<file path="config.mk">
export PLATFORM = sky130hd
export DESIGN_NAME = bvs_regs
export DESIGN_NICKNAME = d
export VERILOG_FILES = /design/src/rtl/bvs_pkg.sv /design/src/rtl/bvs_ramp.sv /design/src/rtl/bvs_regs.sv
export SDC_FILE = /design/constraint.sdc
export NUM_CORES = 1
export LEC_CHECK = 0
export BUFFER_PORTS_ARGS = -buffer_cell sky130_fd_sc_hd__buf_2
export CAP_MARGIN = 20
export CORE_ASPECT_RATIO = 0.9
export CORE_UTILIZATION = 48
export CTS_CLUSTER_SIZE = 14
export DETAILED_ROUTE_END_ITERATION = 8
export PLACE_DENSITY = 0.67
export RECOVER_POWER = 25
export SLEW_MARGIN = 20
export SYNTH_ARGS = -nofsm -noshare
export SYNTH_HDL_FRONTEND = slang
export SYNTH_SLANG_ARGS = --single-unit
</file>
<file path="constraint.sdc">
create_clock -name clk -period 5.2 [get_ports clk]
set_clock_uncertainty 0.1 [all_clocks]
set_input_delay 0.52 -clock clk [delete_from_list [all_inputs] [get_ports clk]]
set_output_delay 0.52 -clock clk [all_outputs]
set_load 0.02 [all_outputs]
</file>
<file path="src/rtl/bvs_pkg.sv">
// Package for the buck voltage setpoint register bank: map, fields, reset values, carriers
// Contract
// - Buck3 voltage control register sits at address 0x10 and resets to 0x08.
// - Buck voltage registers are password protected; writes need a completed unlock.
// - Bit 7 chooses register code (0) or external adjustment (1); resets to 0.
// - Bit 6 of each buck voltage register is reserved and reads zero.
// - Bits 5..0 hold the voltage code, reset 001000; codes 111000 and up mean 3.3 V.
// - Without auto update, new setpoints apply on the apply bit, cleared after transition.
package bvs_pkg;

   // Register addresses
   localparam logic [7:0] BVS_ADDR_BUCK2 = 8'h0F;
   localparam logic [7:0] BVS_ADDR_BUCK3 = 8'h10;
   localparam logic [7:0] BVS_ADDR_SLEW = 8'h11;

   // Field positions
   localparam int BVS_EXT_BIT = 7;
   localparam int BVS_RSVD_BIT = 6;
   localparam int BVS_CODE_MSB = 5;
   localparam int BVS_APPLY_BIT = 7;
   localparam int BVS_AUTO_BIT = 6;

   // Writable-bit mask of a buck voltage register: reserved bit 6 excluded
   localparam logic [7:0] BVS_BUCK_WMASK = 8'hBF;

   // Reset values and the top voltage code
   localparam logic [7:0] BVS_RST_BUCK3 = 8'h08;
   localparam logic [7:0] BVS_RST_BUCK2 = 8'h08;
   localparam logic [7:0] BVS_RST_SLEW = 8'h06;
   localparam logic [5:0] BVS_CODE_TOP = 6'h38;

   // Step timing: fastest timed step 3.5 us, slower codes double it
   localparam real BVS_STEP_BASE_US = 3.5;
   localparam real BVS_CLK_MHZ = 250.0;
   localparam int BVS_STEP_BASE_CYC = int'(BVS_STEP_BASE_US * BVS_CLK_MHZ);
   localparam logic [2:0] BVS_SLEW_IMMEDIATE = 3'h7;
   localparam logic [2:0] BVS_SLEW_FASTEST = 3'h6;

   // Register access request from the serial port's decoder
   typedef struct packed {
      logic write;
      logic read;
      logic [7:0] addr;
      logic [7:0] data;
   } bvs_req_t;

   // Per-converter output to the regulation loop
   typedef struct packed {
      logic extAdjust;
      logic [5:0] code;
      logic moving;
   } bvs_out_t;

endpackage

</file>
<file path="src/rtl/bvs_ramp.sv">
// Stepping engine that walks one converter's applied code toward its target
`timescale 1ns/1ps
module bvs_ramp
   import bvs_pkg::*;
#(
   parameter logic [5:0] RESET_CODE = 6'h08
) (
   input wire logic clk,
   input wire logic nrst,
   input wire logic load,
   input wire logic [5:0] target,
   input wire logic [16:0] stepCycles,
   output logic [5:0] code,
   output logic busy
);

   logic [5:0] goal;
   logic [16:0] count;

   assign busy = (code != goal);

   // Latch a new goal only when told to apply
   always_ff @(posedge clk or negedge nrst) begin
      if (!nrst) begin
         goal <= RESET_CODE;
      end else if (load) begin
         goal <= target;
      end
   end

   // One code step per interval; a zero interval jumps straight to the goal
   always_ff @(posedge clk or negedge nrst) begin
      if (!nrst) begin
         code <= RESET_CODE;
         count <= 17'h0_0000;
      end else if (!busy) begin
         count <= 17'h0_0000;
      end else if (stepCycles == 17'h0_0000) begin
         code <= goal;
      end else if (count >= stepCycles - 17'h0_0001) begin
         count <= 17'h0_0000;
         code <= (goal > code) ? code + 6'h01 : code - 6'h01;
      end else begin
         count <= count + 17'h0_0001;
      end
   end

endmodule

</file>
<file path="src/rtl/bvs_regs.sv">
// Buck2/buck3 voltage setpoint register bank with apply-bit driven transitions
`timescale 1ns/1ps
module bvs_regs
   import bvs_pkg::*;
#(
   parameter logic [7:0] BUCK2_RESET = BVS_RST_BUCK2,
   parameter int STEP_BASE_CYC = BVS_STEP_BASE_CYC
) (
   input wire logic clk,
   input wire logic nrst,
   input wire bvs_req_t req,
   input wire logic unlocked,
   output logic [7:0] rdData,
   output logic rdValid,
   output bvs_out_t buck2Out,
   output bvs_out_t buck3Out
);

   logic [7:0] buck2Reg;
   logic [7:0] buck3Reg;
   logic [7:0] slewReg;
   logic [7:0] next_buck2;
   logic [7:0] next_buck3;
   logic applyStarted;
   logic [1:0] rampBusy;
   logic [5:0] rampCode [2];
   logic [5:0] rampTarget [2];
   logic [16:0] stepCycles;
   logic loadRamps;
   logic wrBuck2;
   logic wrBuck3;
   logic wrSlew;

   // Protected writes only land once the password unlock has completed
   assign wrBuck2 = req.write && unlocked && req.addr == BVS_ADDR_BUCK2;
   assign wrBuck3 = req.write && unlocked && req.addr == BVS_ADDR_BUCK3;
   assign wrSlew = req.write && unlocked && req.addr == BVS_ADDR_SLEW;

   // Merge write data, masking the reserved bit so it can never become one
   always_comb begin
      next_buck2 = buck2Reg;
      next_buck3 = buck3Reg;
      if (wrBuck2) begin
         next_buck2 = req.data & BVS_BUCK_WMASK;
      end
      if (wrBuck3) begin
         next_buck3 = req.data & BVS_BUCK_WMASK;
      end
   end

   // Setpoint registers
   always_ff @(posedge clk or negedge nrst) begin
      if (!nrst) begin
         buck2Reg <= BUCK2_RESET & BVS_BUCK_WMASK;
         buck3Reg <= BVS_RST_BUCK3;
      end else begin
         buck2Reg <= next_buck2;
         buck3Reg <= next_buck3;
      end
   end

   // Apply bit: host write sets it, hardware clears it when all ramps settle.
   // A host write in the clearing cycle wins, so a fresh request is never lost.
   always_ff @(posedge clk or negedge nrst) begin
      if (!nrst) begin
         slewReg <= BVS_RST_SLEW;
         applyStarted <= 1'b0;
      end else if (wrSlew) begin
         slewReg <= req.data;
         applyStarted <= 1'b0;
      end else if (slewReg[BVS_APPLY_BIT] && !applyStarted) begin
         applyStarted <= 1'b1;
      end else if (applyStarted && rampBusy == 2'b00) begin
         slewReg[BVS_APPLY_BIT] <= 1'b0;
         applyStarted <= 1'b0;
      end
   end

   // Goals reload on the apply bit, or continuously when auto update is on
   assign loadRamps = slewReg[BVS_AUTO_BIT] || (slewReg[BVS_APPLY_BIT] && !applyStarted);

   // Per-step interval from the slew code; the top code means no pacing
   always_comb begin
      if (slewReg[2:0] == BVS_SLEW_IMMEDIATE) begin
         stepCycles = 17'h0_0000;
      end else begin
         stepCycles = 17'(STEP_BASE_CYC) << (BVS_SLEW_FASTEST - slewReg[2:0]);
      end
   end

   assign rampTarget[0] = buck2Reg[BVS_CODE_MSB:0];
   assign rampTarget[1] = buck3Reg[BVS_CODE_MSB:0];

   // One stepping engine per converter
   for (genvar i = 0; i < 2; i++) begin : g_ramp
      bvs_ramp #(
         .RESET_CODE(i == 0 ? BUCK2_RESET[5:0] : BVS_RST_BUCK3[5:0])
      ) u_ramp (
         .clk(clk),
         .nrst(nrst),
         .load(loadRamps),
         .target(rampTarget[i]),
         .stepCycles(stepCycles),
         .code(rampCode[i]),
         .busy(rampBusy[i])
      );
   end

   // Converter outputs; external adjust is passed beside the code, which still follows the ramp
   assign buck2Out = '{extAdjust: buck2Reg[BVS_EXT_BIT], code: rampCode[0], moving: rampBusy[0]};
   assign buck3Out = '{extAdjust: buck3Reg[BVS_EXT_BIT], code: rampCode[1], moving: rampBusy[1]};

   // Registered read port; unmapped addresses read zero
   always_ff @(posedge clk or negedge nrst) begin
      if (!nrst) begin
         rdData <= 8'h00;
         rdValid <= 1'b0;
      end else begin
         rdValid <= req.read;
         if (req.read) begin
            unique case (req.addr)
               BVS_ADDR_BUCK2: rdData <= buck2Reg;
               BVS_ADDR_BUCK3: rdData <= buck3Reg;
               BVS_ADDR_SLEW: rdData <= slewReg;
               default: rdData <= 8'h00;
            endcase
         end
      end
   end

endmodule

</file>
Yosys cells after proc, flatten, opt, wreduce, memory -nomap -nowiden. Cells that the tools add are included.

Multiplexer cells: 19. Add/sub/neg operators: 8. $lt $le $gt $ge: 4. Reductions and logical operators: 17. Equality and inequality tests: 9. Shifts and indexed selects: 1.

Operators by type and width (count): $mux W17 (7); $mux W6 (6); $add A17 B1 Y17 const B (2); $ge A17 B17 Y1 (2); $pmux W8 S3 (1); $logic_not A17 Y1 (1); $shl A10 B3 Y17 const A (1); $sub A17 B1 Y17 const B (1); $eq A8 B5 Y1 const B (2); $add A6 B1 Y6 const B (2); $gt A6 B6 Y1 (2); $ne A6 B6 Y1 (2); $sub A6 B1 Y6 const B (2); $eq A8 B4 Y1 const B (1); $logic_and A1 B1 Y1 (6); $ne A2 B2 Y1 const B (3); $reduce_and A2 Y1 (3); $reduce_bool A2 Y1 (3); $mux W1 (5); $eq A3 B3 Y1 const B (1); $reduce_bool A3 Y1 (1); $sub A3 B3 Y3 const A (1); $logic_not A2 Y1 (1); $logic_not A1 Y1 (1); $logic_or A1 B1 Y1 (1).

Register bits: 90. Word-level logic and storage cells: 71.

Depth between registers and ports, before layout.
Depth in word-level cells: 8. Mapped depth: 21.

Hierarchy. From an unflattened synthesis, not the netlist that was laid out.

Cells, all modules: 682. Area, all modules: 6491.2 um^2.

Modules (own cells, without submodules): bvs_ramp (g_ramp[1].u_ramp) (times used 1, cells each 274, area each 2424.8 um^2); bvs_ramp (g_ramp[0].u_ramp) (times used 1, cells each 264, area each 2344.7 um^2); bvs_regs (times used 1, cells each 144, area each 1721.7 um^2).

Worst setup path after synthesis. Ideal clock, no wire load.

Kind: flip-flop to flip-flop. Start: register slewReg[1]. End: register g_ramp[1].u_ramp.count[11]. Path slack: 0.246 ns. Period minus slack after synthesis: 4.954 ns. Setup time: 0.082 ns. Stages on the path, launching flop included: 21. Arrival: 4.772 ns. Path buffers: 6. Path through: dfstp_2 -> ha_1 -> ha_1 -> clkbuf_1 -> clkbuf_1 -> nand3_1 -> ha_1 -> and4_1 -> clkbuf_1 -> clkbuf_1 -> a21oi_1 -> ha_1 -> a21o_1 -> maj3_1 -> a2111o_1 -> a31oi_4 -> and2_2 -> buf_6 -> buf_6 -> nand2_1 -> a31oi_1.

Longest elaborated chain between the ends: 8. Elaborated cells on any way between the ends: 11.

RTL lines: from (decl) (RTL line bvs_regs.sv:21) `logic [7:0] slewReg;`; from (signal assigned) (RTL line bvs_regs.sv:69) `slewReg <= req.data;`; $sub A3 B3 Y3 (RTL line bvs_regs.sv:87) `stepCycles = 17'(STEP_BASE_CYC) << (BVS_SLEW_FASTEST - slewReg[2:0]);`; $shl A10 B3 Y17 (RTL line bvs_regs.sv:87); $mux W17 (*) (RTL line bvs_regs.sv:84) `if (slewReg[2:0] == BVS_SLEW_IMMEDIATE) begin`; $sub A17 B1 Y17 (RTL line bvs_ramp.sv:40) `end else if (count >= stepCycles - 17'h0_0001) begin`; $ge A17 B17 Y1 (RTL line bvs_ramp.sv:40); $mux W17 (RTL line bvs_ramp.sv:40); $mux W17 (RTL line bvs_ramp.sv:38) `end else if (stepCycles == 17'h0_0000) begin`; $mux W17 (RTL line bvs_ramp.sv:36) `end else if (!busy) begin`; to (signal assigned) (RTL line bvs_ramp.sv:44) `count <= count + 17'h0_0001;`; to (decl) (RTL line bvs_ramp.sv:18) `logic [16:0] count;`.

Mark *: on every way between the ends. The rest lies on a longest branch, timed or not. The select of a mux whose other input is x is not followed. A chain may end at the register's enable or synchronous reset.

Final worst setup path.
Start: register slewReg[0]. End: register g_ramp[1].u_ramp.count[12].

Same word-level chain as after synthesis.

==> metrics.md <==
| Metric | Value |
|---|---|
| Initial core utilization | between 40% and 50% |
| FF+latch count, synth | 90 |
| CTS tree | built |
| Area growth, synth to finish | 10.91% |
| Synth Warn # | 0 |
| Delay-heaviest family, CP | adder cells |
| Yosys top cell by area | dfrtp_1 |
| Area share of the largest cell type after synthesis | roughly a third |
| Die footprint | approximately 13000 µm² |
| RSZ-0062 raised after global routing | false |
| Clk sinks | 90 |
| CTS Hold Bufs | 0 |
| Worst Setup End Kind | register |
| CP Class | register to register |
| Slowest CP cell | dfrtp_1 |
| Leakage power | about 3.2 nW |
| Total track usage | between 20% and 30% |
| Die H | 108.4 µm |
| Hold Crit Class | primary input to register |
| Post-route ant nets | 0 |
| Slew @ Worst Pin | around 2.7 ns |
| Inserted Clock Buffers | 9 |
| Final Util | 54.98% |
| Initial drt markers | roughly 230 |
| WL final | roughly 14000 µm |
| Vias in the first global route | around 5000 |
| Setup violators final | 0 |
| Min-delay src | req[6] |
| RR Endpoint | g_ramp[1].u_ramp.count[12]$_DFFE_PN0P_ |
| Routability congestion estimate | between 0.8 and 0.9 |
| Largest net degree at the start of global routing | ~50 |
| Top cells by area, synth | dfrtp_1 34%, ha_1 12%, mux2_2 5.8% |
| EDFF count, synth | 0 |
| H-Tree Depth | 3 |
| CP arrival | ~4.9 ns |
| Detailed placement HPWL | around 11000 µm |
| R2R Path Start | slewReg[0]$_DFFE_PN0P_ |
| Residual DRC | 0 |
| Worst Hold Path EP | slewReg[6]$_DFFE_PN0P_ |
| Register area share after synthesis | between 30% and 40% |
| Worst r2r path cells | 14 |
| Nets | 763 |
| Ys async rst share | 100.0% |
| Reg2reg setup slack | 0.43 ns |
| Most used cell along the critical path | ha_1 |
| Vias | just under 5000 |
| Wire per inst | between 15 and 20 µm |
| Max_cap viols | 1 |
| Setup TNS | 0 ns |
| Most common cell after layout, fill and taps aside | dfrtp_1 |
| Failing checks | capacitance limit, slew limit |
| Power density cells | roughly 250 nW/µm² |
| Status | finished with violations |
| Most frequent cells in the layout | 82 x dfrtp_1, 64 x nor2_1, 57 x ha_1, 51 x a21oi_1 |
| Synth Cell Area | roughly 6000 µm² |
| Core area | ~12000 µm² |
| GRT Residual Overflow | 0 |
| Netlist cell types | 60 |
| Final Max Slew Viols | 49 |
| Diodes inserted | 0 |
| Fin crit period | about 4.8 ns |
| First-pass GRT wire length | roughly 24000 µm |
| Hold depth | 2 |
| Fmax | about 210 MHz |
| DR vias/cell | 5.853 |
| Final period util | 91.68% |
| CP max FO | 24 |
| Antenna violations before repair | 0 |
| # resized after CTS | 0 |
| Gate Count Post-Synth | about 650 |
| Post-CTS Setup Bufs | 0 |
| Slew margin rel. | -80.11% |
| CP required | 5.37 ns |
| Synth Net Count | about 730 |
| CTS Buffer Depth | 2 |
| Startpoint types | register |
| CP cell instances | ha_1 > ha_1 > nand3_1 > ha_1 > and4_1 > a21oi_1 > ha_1 > a21o_1 > maj3_1 > a2111o_1 > a31oi_4 > and2_2 > o21ai_0 > a31oi_1 |
| Root Driver | clkbuf_16 |
| Hold Fails Final Rpt | 0 |
| Drt first pass iters | 5 |
| Die X | approximately 120 µm |
| Layout cells sized above 1 | about 17% |
| Post-synth top flop | dfrtp_1 |
| Buffers on Ports | 45 |
| Clk Latency, worst-skew pair | ~0.34 ns |
| CP max stage delay | 0.53 ns |
| Max VDD drop | 0.0002607 V |
| Number of top-level pins | 46 |
| Mean Syn Cell Area | slightly above 9 µm² |
| Cell Rows | 38 |
| WP buf/inv | 0 |
| Clock transition at the registers of the reported paths | around 0.07 ns |
==> where the power goes <==
part	switching [mW]	total [mW]	internal, mW
clock network	0.306	0.693	0.387
logic	0.161	0.255	0.0944
registers	0.0148	0.733	0.718
total	0.482	1.68	1.20
==> final cells by class <==
type,count,area [µm²]
multi-input combinational,493,3483
timing repair buffer,56,302.8
tap,160,200.2
inverter,33,123.9
clock inverter,7,93.84
sequential,90,2262
fill,1128,5480
clock buffer,9,225.2
==> sequential cells by signal, indices dropped and copies added, names as in the netlist <==
signal,cells
g_ramp.u_ramp.count,34
g_ramp.u_ramp.code,12
g_ramp.u_ramp.goal,12
rdData,8
slewReg,8
buck2Reg,7
buck3Reg,7
applyStarted,1
rdValid,1
==> stage by stage <==
stage	area [µm²]	hold slack [ns]	cells	setup slack, ns	power [mW]
finish	6691	0.3052	848	0.4327	1.682
global route	6691	0.2985	848	0.07298	1.753
CTS	6699	0.1272	848	0.4878	1.701
detailed placement	6380	0.3934	832	0.5113	1.001
global placement	6380	0.3869	832	0.5667	0.9925
floorplan	6033	0.1244	649	0.2463	0.9312
==> cell usage after synthesis, types with 3 or more instances <==
master    number
buf_4          5
and3_1        19
and4_1         3
nand4_1       13
and2_1         3
nand2b_1      12
a22oi_1        3
nand3_1       18
xnor2_1       12
o22ai_1        3
nor2_1        64
o211ai_1       4
a21o_1         5
dfrtp_1       82
xor2_1         8
a21oi_1       51
a31oi_1       43
mux2i_1       15
clkbuf_1      20
a211oi_1       4
nor3_1         9
mux2_2        31
a22o_1         3
nor4_1         4
or3_1          6
dfstp_2        8
o21a_1         4
ha_1          57
o21ai_0       23
nand2_1       42
buf_2          5
inv_1         31
==> routing by layer <==
metal / routed length, µm / track usage, % / part of all wire [%] / vias to the layer above
met1: 6435 / 28.87 / 45 / 2357
li1: - / - / - / 2439
met2: 6794 / 39.70 / 48 / 144
met3: 629 / 3.956 / 4.4 / 23
met5: 0 / 0 / 0 / -
met4: 289 / 8.036 / 2.0 / 0
==> worst max path at each step <==
stage / from / depth (start not counted) / end / slack, ns
6_report: slewReg[0]$_DFFE_PN0P_ / 14 / g_ramp[1].u_ramp.count[12]$_DFFE_PN0P_ / 0.43
3_5_place_dp: slewReg[0]$_DFFE_PN0P_ / 14 / g_ramp[1].u_ramp.count[12]$_DFFE_PN0P_ / 0.51
3_3_place_gp: slewReg[0]$_DFFE_PN0P_ / 14 / g_ramp[1].u_ramp.count[12]$_DFFE_PN0P_ / 0.57
2_1_floorplan: slewReg[1]$_DFFE_PN1P_ / 20 / g_ramp[1].u_ramp.count[11]$_DFFE_PN0P_ / 0.25
5_1_grt: slewReg[0]$_DFFE_PN0P_ / 16 / g_ramp[1].u_ramp.code[5]$_DFFE_PN0P_ / 0.07
4_1_cts: slewReg[0]$_DFFE_PN0P_ / 14 / g_ramp[1].u_ramp.count[12]$_DFFE_PN0P_ / 0.49
==> cell families after synthesis <==
logic type | share of synthesized area, %
AOI/OAI and AO/OA | 17.36
xor gates and xnor gates | 2.903
adders and majority gates | 12.82
buffers and inverters | 4.770
DFF | 37.49
muxes | 8.461
and+or+nand+nor | 16.20
Note: power is estimated with default switching activity, not from simulation.
